[config.mk]
export PLATFORM = sky130hd
export DESIGN_NAME = cbp_loader
export DESIGN_NICKNAME = d
export VERILOG_FILES = /design/src/design/cbp_pkg.sv /design/src/design/cbp_loader.sv
export SDC_FILE = /design/constraint.sdc
export NUM_CORES = 1
export LEC_CHECK = 0
export CORE_ASPECT_RATIO = 1.25
export CORE_MARGIN = 2
export CORE_UTILIZATION = 40
export DETAILED_ROUTE_END_ITERATION = 10
export DONT_BUFFER_PORTS = 1
export PLACE_DENSITY_LB_ADDON = 0.25
export SLEW_MARGIN = 30
export SYNTH_ARGS = -nofsm -noshare
export SYNTH_HDL_FRONTEND = slang
export SYNTH_SLANG_ARGS = --single-unit
[constraint.sdc]
create_clock -name clock -period 6.6 [get_ports clock]
set_input_delay 0.33 -clock clock [delete_from_list [all_inputs] [get_ports clock]]
set_output_delay 0.33 -clock clock [all_outputs]
set_load 0.03 [all_outputs]
[src/design/cbp_pkg.sv]
package cbp_pkg;

  localparam logic [31:0] CBP_PREAMBLE      = 32'hFFFFBDB3;
  localparam logic [31:0] CBP_ALL_ONES      = 32'hFFFFFFFF;
  localparam logic [7:0]  CBP_COMMENT_TERM  = 8'h00;
  localparam logic [15:0] CBP_CRC_POLY      = 16'h8005;
  localparam logic [15:0] CBP_SETUP_ADDR    = 16'h4000;
  localparam logic [15:0] CBP_SETUP_FRAMES  = 16'h0020;

  localparam logic [7:0]  CBP_OP_CRC_CLEAR  = 8'h3B;
  localparam logic [7:0]  CBP_OP_IDENTITY   = 8'hE2;
  localparam logic [7:0]  CBP_OP_CTL0       = 8'h22;
  localparam logic [7:0]  CBP_OP_CTL1       = 8'h23;
  localparam logic [7:0]  CBP_OP_FRAME_ADDR = 8'hB4;
  localparam logic [7:0]  CBP_OP_BURST      = 8'h82;

  localparam int          CBP_OPC_HI        = 31;
  localparam int          CBP_OPC_LO        = 24;
  localparam int          CBP_CMP_BIT       = 23;
  localparam int          CBP_AT_END_BIT    = 22;
  localparam int          CBP_DDEF_BIT      = 20;
  localparam int          CBP_DCNT_HI       = 19;
  localparam int          CBP_DCNT_LO       = 16;

  localparam logic [15:0] CBP_WORD_LAST     = 16'h0003;
  localparam logic [15:0] CBP_CRC_LAST      = 16'h0001;

  localparam logic [7:0]  CBP_REG_STATUS    = 8'h00;
  localparam logic [7:0]  CBP_REG_INT_CLEAR = 8'h04;
  localparam logic [7:0]  CBP_REG_INT_EN    = 8'h08;
  localparam logic [7:0]  CBP_REG_CTL0      = 8'h0C;
  localparam logic [7:0]  CBP_REG_CTL1      = 8'h10;
  localparam logic [7:0]  CBP_REG_INFO      = 8'h14;
  localparam logic [7:0]  CBP_REG_LOADER    = 8'h18;

  localparam int          CBP_EV_SYNC       = 0;
  localparam int          CBP_EV_FRAME      = 1;
  localparam int          CBP_EV_BURST      = 2;
  localparam int          CBP_EV_ERROR      = 3;

  localparam logic [1:0]  CBP_ERR_NONE      = 2'h0;
  localparam logic [1:0]  CBP_ERR_STREAM    = 2'h1;
  localparam logic [1:0]  CBP_ERR_IDENTITY  = 2'h2;
  localparam logic [1:0]  CBP_ERR_CRC       = 2'h3;

  localparam logic [3:0]  CBP_IEN_RESET     = 4'h0;
  localparam logic        CBP_ENABLE_RESET  = 1'b1;

  typedef enum logic [3:0] {
    CBP_ST_SIG, CBP_ST_COMMENT, CBP_ST_SYNC, CBP_ST_DUMMY, CBP_ST_CMD, CBP_ST_OPER,
    CBP_ST_CHECK, CBP_ST_FDATA, CBP_ST_FCRC, CBP_ST_FDUMMY, CBP_ST_ERROR
  } cbp_state_e;

  typedef struct packed {
    logic       valid;
    logic [7:0] data;
  } cbp_byte_s;

  typedef struct packed {
    logic        valid;
    logic [15:0] addr;
    logic [7:0]  data;
    logic        last;
  } cbp_frame_byte_s;

  typedef struct packed {
    logic [7:0]  addr;
    logic [31:0] wdata;
    logic        write;
    logic        read;
  } cbp_reg_req_s;

endpackage

[src/design/cbp_loader.sv]
`timescale 1ns/1ps
`default_nettype none
module cbp_loader
  import cbp_pkg::*;
#(
  parameter logic [31:0] SIGNATURE   = 32'h5A5A_0001, // arbitrary value
  parameter logic [31:0] DEVICE_ID   = 32'h1234_5678, // arbitrary value
  parameter int          FRAME_BYTES = 16
) (
  input  wire logic            clock,
  input  wire logic            reset,
  input  wire cbp_byte_s       stream_in,
  output logic                 stream_ready,
  output cbp_frame_byte_s      frame_out,
  input  wire cbp_reg_req_s    reg_req,
  output logic [31:0]          reg_rdata,
  output logic                 irq
);

  localparam logic [15:0] FRAME_LAST = 16'(FRAME_BYTES - 1);

  typedef struct packed {
    cbp_state_e      st;
    logic [15:0]     cnt;
    logic [31:0]     word;
    logic [15:0]     crc;
    logic            crc_on;
    logic [7:0]      op;
    logic            cmp;
    logic            at_end;
    logic [3:0]      dnum;
    logic [15:0]     fleft;
    logic [15:0]     faddr;
    logic [31:0]     ctl0;
    logic [31:0]     ctl1;
    logic [1:0]      err_cause;
    logic [3:0]      status;
    logic [3:0]      ien;
    logic            enable;
    logic [31:0]     rdata;
    cbp_frame_byte_s fout;
  } cbp_regs_s;

  cbp_regs_s q, d;

  function automatic logic [15:0] crc_byte(input logic [15:0] c, input logic [7:0] b);
    logic [15:0] r;
    r = c;
    for (int i = 7; i >= 0; i--) begin
      r = (r[15] ^ b[i]) ? ({r[14:0], 1'b0} ^ CBP_CRC_POLY) : {r[14:0], 1'b0};
    end
    return r;
  endfunction

  function automatic logic [15:0] crc_word(input logic [15:0] c, input logic [31:0] w);
    logic [15:0] r;
    r = c;
    for (int i = 3; i >= 0; i--) begin
      r = crc_byte(r, w[i*8 +: 8]);
    end
    return r;
  endfunction

  function automatic logic [15:0] rev16(input logic [15:0] v);
    logic [15:0] r;
    r = '0;
    for (int i = 0; i < 16; i++) begin
      r[i] = v[15 - i];
    end
    return r;
  endfunction

  logic        take;
  logic [7:0]  b;
  logic [31:0] w;
  logic [3:0]  ev;

  assign take         = stream_in.valid && q.enable;
  assign b            = stream_in.data;
  assign w            = {q.word[23:0], b};
  assign stream_ready = q.enable;
  assign frame_out    = q.fout;
  assign reg_rdata    = q.rdata;
  assign irq          = |(q.status & q.ien);

  always_comb begin
    d = q;
    ev = '0;
    d.fout.valid = 1'b0;
    d.fout.last  = 1'b0;
    if (take) begin
      d.word = w;
      d.cnt  = q.cnt + 16'h0001;
      case (q.st)
        CBP_ST_SIG: begin
          if (q.cnt == CBP_WORD_LAST) begin
            d.cnt = '0;
            if (w == SIGNATURE) begin
              d.st = CBP_ST_COMMENT;
            end else begin
              d.st = CBP_ST_ERROR;
              d.err_cause = CBP_ERR_STREAM;
              ev[CBP_EV_ERROR] = 1'b1;
            end
          end
        end
        CBP_ST_COMMENT: begin
          if (b == CBP_COMMENT_TERM) begin
            d.st = CBP_ST_SYNC;
            d.word = '0;
          end
        end
        CBP_ST_SYNC: begin
          if (w == CBP_PREAMBLE) begin
            d.st = CBP_ST_DUMMY;
            d.cnt = '0;
            ev[CBP_EV_SYNC] = 1'b1;
          end
        end
        CBP_ST_DUMMY: begin
          // all-ones fill is swallowed untouched and never accumulated
          if (q.cnt == CBP_WORD_LAST) begin
            d.st = CBP_ST_CMD;
            d.cnt = '0;
          end
        end
        CBP_ST_CMD: begin
          if (q.cnt == CBP_WORD_LAST) begin
            d.cnt = '0;
            d.op  = w[CBP_OPC_HI:CBP_OPC_LO];
            d.cmp = w[CBP_CMP_BIT];
            d.st  = CBP_ST_OPER;
            if (w == CBP_ALL_ONES) begin
              d.st = CBP_ST_CMD;
              // a skipped identity check must still open accumulation for the words behind it
              d.crc_on = 1'b1;
            end else if (w[CBP_OPC_HI:CBP_OPC_LO] == CBP_OP_CRC_CLEAR) begin
              d.crc = '0;
              d.st  = CBP_ST_DUMMY;
            end else if (w[CBP_OPC_HI:CBP_OPC_LO] == CBP_OP_IDENTITY) begin
              d.crc_on = 1'b1;
              d.crc    = crc_word(q.crc, w);
            end else if (w[CBP_OPC_HI:CBP_OPC_LO] == CBP_OP_CTL0 ||
                         w[CBP_OPC_HI:CBP_OPC_LO] == CBP_OP_CTL1) begin
              d.crc = q.crc_on ? crc_word(q.crc, w) : q.crc;
            end else if (w[CBP_OPC_HI:CBP_OPC_LO] == CBP_OP_FRAME_ADDR) begin
              d.crc    = q.crc_on ? crc_word(q.crc, w) : q.crc;
              d.at_end = w[CBP_AT_END_BIT];
            end else if (w[CBP_OPC_HI:CBP_OPC_LO] == CBP_OP_BURST) begin
              d.crc    = q.crc_on ? crc_word(q.crc, w) : q.crc;
              d.at_end = w[CBP_AT_END_BIT];
              d.dnum   = w[CBP_DDEF_BIT] ? w[CBP_DCNT_HI:CBP_DCNT_LO] : 4'h0;
              d.fleft  = w[15:0];
              d.st     = (w[15:0] == 16'h0000) ? CBP_ST_CMD : CBP_ST_FDATA;
            end else begin
              // commands beyond the setup head are not decoded here
              d.st = CBP_ST_ERROR;
              d.err_cause = CBP_ERR_STREAM;
              ev[CBP_EV_ERROR] = 1'b1;
            end
          end
        end
        CBP_ST_OPER: begin
          d.crc = q.crc_on ? crc_byte(q.crc, b) : q.crc;
          if (q.cnt == CBP_WORD_LAST) begin
            d.cnt = '0;
            d.st  = q.cmp ? CBP_ST_CHECK : CBP_ST_CMD;
            if (q.op == CBP_OP_IDENTITY && w != DEVICE_ID) begin
              d.st = CBP_ST_ERROR;
              d.err_cause = CBP_ERR_IDENTITY;
              ev[CBP_EV_ERROR] = 1'b1;
            end else if (q.op == CBP_OP_CTL0) begin
              d.ctl0 = w;
            end else if (q.op == CBP_OP_CTL1) begin
              d.ctl1 = w;
            end else if (q.op == CBP_OP_FRAME_ADDR) begin
              d.faddr = w[15:0];
            end
          end
        end
        CBP_ST_CHECK: begin
          if (q.cnt == CBP_CRC_LAST) begin
            d.cnt = '0;
            d.st  = CBP_ST_CMD;
            if (q.crc != rev16(w[15:0])) begin
              d.st = CBP_ST_ERROR;
              d.err_cause = CBP_ERR_CRC;
              ev[CBP_EV_ERROR] = 1'b1;
            end
          end
        end
        CBP_ST_FDATA: begin
          d.crc = crc_byte(q.crc, b);
          d.fout.valid = 1'b1;
          d.fout.addr  = q.faddr;
          d.fout.data  = b;
          d.fout.last  = (q.cnt == FRAME_LAST);
          if (q.cnt == FRAME_LAST) begin
            d.cnt = '0;
            d.st  = CBP_ST_FCRC;
            ev[CBP_EV_FRAME] = 1'b1;
          end
        end
        CBP_ST_FCRC: begin
          if (q.cnt == CBP_CRC_LAST) begin
            d.cnt   = '0;
            d.fleft = q.fleft - 16'h0001;
            d.faddr = q.faddr + 16'h0001;
            d.st    = (q.dnum != 4'h0) ? CBP_ST_FDUMMY :
                      (q.fleft == 16'h0001) ? CBP_ST_CMD : CBP_ST_FDATA;
            if (q.fleft == 16'h0001 && q.dnum == 4'h0) begin
              ev[CBP_EV_BURST] = 1'b1;
            end
            // with compare-at-end set only the final frame is checked
            if (q.cmp && (!q.at_end || q.fleft == 16'h0001) &&
                q.crc != rev16(w[15:0])) begin
              d.st = CBP_ST_ERROR;
              d.err_cause = CBP_ERR_CRC;
              ev = '0;
              ev[CBP_EV_ERROR] = 1'b1;
            end
          end
        end
        CBP_ST_FDUMMY: begin
          // first pad byte restarts the crc unless compare-at-end is set, and is itself accumulated
          d.crc = crc_byte((q.cnt == 16'h0000 && !q.at_end) ? 16'h0000 : q.crc, b);
          if (q.cnt == 16'({12'h000, q.dnum} - 16'h0001)) begin
            d.cnt = '0;
            d.st  = (q.fleft == 16'h0000) ? CBP_ST_CMD : CBP_ST_FDATA;
            ev[CBP_EV_BURST] = (q.fleft == 16'h0000);
          end
        end
        default: begin
          // stuck until reset: a rejected stream must not load any further frames
          d.st  = CBP_ST_ERROR;
          d.cnt = q.cnt;
        end
      endcase
    end

    d.rdata = '0;
    if (reg_req.write) begin
      if (reg_req.addr == CBP_REG_INT_CLEAR) begin
        d.status = q.status & ~reg_req.wdata[3:0];
      end else if (reg_req.addr == CBP_REG_INT_EN) begin
        d.ien = reg_req.wdata[3:0];
      end else if (reg_req.addr == CBP_REG_LOADER) begin
        d.enable = reg_req.wdata[0];
      end
    end else if (reg_req.read) begin
      if (reg_req.addr == CBP_REG_STATUS) begin
        d.rdata = {28'h0000000, q.status};
      end else if (reg_req.addr == CBP_REG_INT_EN) begin
        d.rdata = {28'h0000000, q.ien};
      end else if (reg_req.addr == CBP_REG_CTL0) begin
        d.rdata = q.ctl0;
      end else if (reg_req.addr == CBP_REG_CTL1) begin
        d.rdata = q.ctl1;
      end else if (reg_req.addr == CBP_REG_INFO) begin
        d.rdata = {q.faddr, q.err_cause, q.crc_on, q.cmp, q.at_end, 7'h00, q.st};
      end else if (reg_req.addr == CBP_REG_LOADER) begin
        d.rdata = {31'h00000000, q.enable};
      end
    end
    // a new event wins over a clear in the same cycle
    d.status = d.status | ev;
  end

  always_ff @(posedge clock) begin
    if (reset) begin
      q           <= '0;
      q.st        <= CBP_ST_SIG;
      q.err_cause <= CBP_ERR_NONE;
      q.ien       <= CBP_IEN_RESET;
      q.enable    <= CBP_ENABLE_RESET;
    end else begin
      q <= d;
    end
  end

endmodule
`default_nettype wire

==> impl_metrics.csv <==
group,metric,value,unit
cts,cts_buffer_depth,3,
floorplanning,rows,74,
layout,fillers,3303,
timing,rsz0062_at_grt,"no",
drt,wl_per_cell,21.5,um
setup_path,startpoint_type,"flop",
setup_path,crit_path_cell_trace,"ha_1 > or3b_2 > or4_1 > o32ai_1 > nand3_1 > o21ai_0 > a21oi_1",
cts,cts_tree,"yes",
layout,final_cell_mix,"nand2_1, dfxtp_1, a21oi_1, nor2_1, xnor2_1",
cts,postCtsHoldBufs,13,
placement,post-place-ws,2.72,ns
drt,num_vias,11900,
drt,drtAntennaViolNets,0,
layout,final_cells,2006,
floorplanning,start_util,40.7,%
cts,postCtsSetupRepairBufs,0,
grt,grt_pass1_vias,11100,
synth,yosysSeqAreaShare,36.1,%
synth,synth_seq_cells,240,
timing,fin_worst_skew,0.0159,ns
floorplanning,coreArea,32800,sq um
timing,min_period_over_period,59.3,%
power,p_leak,4.52,nW
layout,fin_area,14000,sq um
placement,dp_cells,1947,
grt,grt_antenna_before_repair,1,
placement,placed_area,13000,sq um
hold_path,holdCritPathClass,"primary input to flop",
layout,drive_gt1_share,7.25,%
synth,ys_types,86,
placement,place_congestion,0.948,
synth,synth_nets,1761,
power,design_power_total,3.16,mW
drt,vias_per_cell,5.92,
timing,worst_slew_pin_slew,0.964,ns
setup_path,required,6.97,ns
synth,synth_ff_type,"dfxtp_1",
timing,clock.fmax,0.255,GHz
setup_path,crit_fanout,24,
synth,async_flop_share,0,%
setup_path,cp.arrival,4.29,ns
synth,syn-instance-count,1701,
timing,min_period,3.91,ns
synth,yosysWarnings,0,
flow_run,maxCapViolCount,0,
layout,area_growth,4.89,%
cts,cts.sinks,240,
synth,yosys.area.top_type,"dfxtp_1",
setup_path,path_class,"flop to flop",
drt,wl,43000,um
cts,clk_latency,0.54,ns
floorplanning,die_y,208,um
cts,clk_pin_slew_worst_paths,0.07,ns
timing,layout_setup_ws,2.69,ns
cts,cts_buffers,25,
timing,relSlewSlack,35.8,%
power,powerDensity,226,nW/um^2
drt,firstDrtPassIters,11,
floorplanning,dieArea,34800,sq um
layout,seq_area,4800,sq um
synth,synth_top_cell_area_share,36.1,%
timing,fin_setup_tns,0,ns
synth,syn_area_per_cell,7.83,sq um
placement,hpwl,27600,um
placement,io_buffers,0,
drt,drc,7,
synth,synth_area,13300,sq um
grt,grt_use_total,24.0,%
drt,drt_iter0_markers,1335,
synth,synth-edff-count,0,
floorplanning,ios,113,
setup_path,slowest_delay,0.71,ns
power,peakVddDrop,140,uV
layout,layout_commonest_cell,"nand2_1",
cts,root_buffer,"clkbuf_16",
status,failed_checks,"DRC",
status,status,"finished with violations",
cts,ctsResizeCount,0,
setup_path,crit_path_end_kind,"flop",
synth,synth_area_leaders,"dfxtp_1, nand2_1, a21oi_1",
timing,setup_viol,0,
timing,report.final.slew_viol_count,0,
timing,hold_viol_final,0,
layout,num-nets-final,1629,
layout,multi_input_area,7470,sq um
grt,grt_pass1_wl,66100,um
grt,grt_max_degree,193,
cts,cts_htree_levels,1,
grt,grt-ovfl-total,0,
setup_path,slowest_stage,"or4_1",
floorplanning,die_x,167,um
## worst paths after layout
kind | slack (ns) | endpoint | from | cells past startpoint
hold reg to reg | 0.45 | q[76] | q[76] | 2
setup reg to reg | 2.69 | q[164] | q[228] | 7
setup / recovery | 2.69 | q[164] | q[228] | 7
hold / removal | 0.03 | q[151] | stream_in[2] | 2
## per-layer routing
layer / wire (um) / track usage (%)
met1: 17700 / 30.9
met4: 1710 / 9.33
met2: 20400 / 40.4
met3: 3180 / 3.65
met5: 0 / 0
## cell usage after synthesis (all sizes together), types with 14 or more instances
| cell | number |
|---|---|
| inv | 18 |
| buf | 103 |
| xnor2 | 90 |
| a22oi | 42 |
| clkbuf | 88 |
| nand4 | 21 |
| nor3 | 29 |
| nor4 | 22 |
| xor2 | 28 |
| a222oi | 22 |
| dfxtp | 240 |
| a21oi | 197 |
| nand3 | 39 |
| o21ai | 50 |
| nor2 | 191 |
| a211oi | 19 |
| and3 | 14 |
| nand2 | 298 |
## power breakdown
part	switching (mW)	internal, mW	leakage, nW
sequential	0.0273	1.45	1.93
combinational	0.157	0.120	2.18
clock	0.588	0.818	0.405
total	0.772	2.39	4.52
## through the flow
step                hold WS [ns]  util, %
floorplan                  0.420        -
global placement           0.413     39.7
detailed placement         0.416     39.7
CTS                      0.00714     42.6
global route              0.0444     42.6
finish                    0.0280     42.6
## cell type report
class	instances	share of cell area [%]
Clock inverter	7	0.510
Clock buffer	38	5.33
Timing Repair Buffer	32	2.08
Antenna cell	1	0.0179
Sequential cell	240	34.4
Multi-Input combinational cell	1252	53.5
Tap cell	418	3.74
Inverter	18	0.483
## critical path, delay by kind of cell, from the launching register on
kind	cells	cell delay, ns
AO/OA/AOI/OAI	3	1.08
adder cells (fa/ha/maj)	1	0.32
flip-flops	1	0.45
AND/OR/NAND/NOR	3	1.90
## flip-flops by register name, summed over array words and instances (netlist names)
signal and count:
stream_ready 1, q 181, frame_out 26, reg_rdata 32
## cells by family (layout without fill, tap and decap cells)
| family | after synthesis | after routing | share of synthesized area (%) |
|---|---|---|---|
| adders and majority gates | 7 | 7 | 0.657 |
| AOI/OAI and AO/OA | 399 | 399 | 19.4 |
| xor gates and xnor gates | 133 | 133 | 10.7 |
| other | 0 | 1 | 0 |
| DFF | 240 | 240 | 36.1 |
| muxes | 7 | 7 | 0.526 |
| and+or+nand+nor | 706 | 706 | 24.6 |
| buffers and inverters | 209 | 95 | 8.01 |
Note: power is estimated with default switching activity, not from simulation.
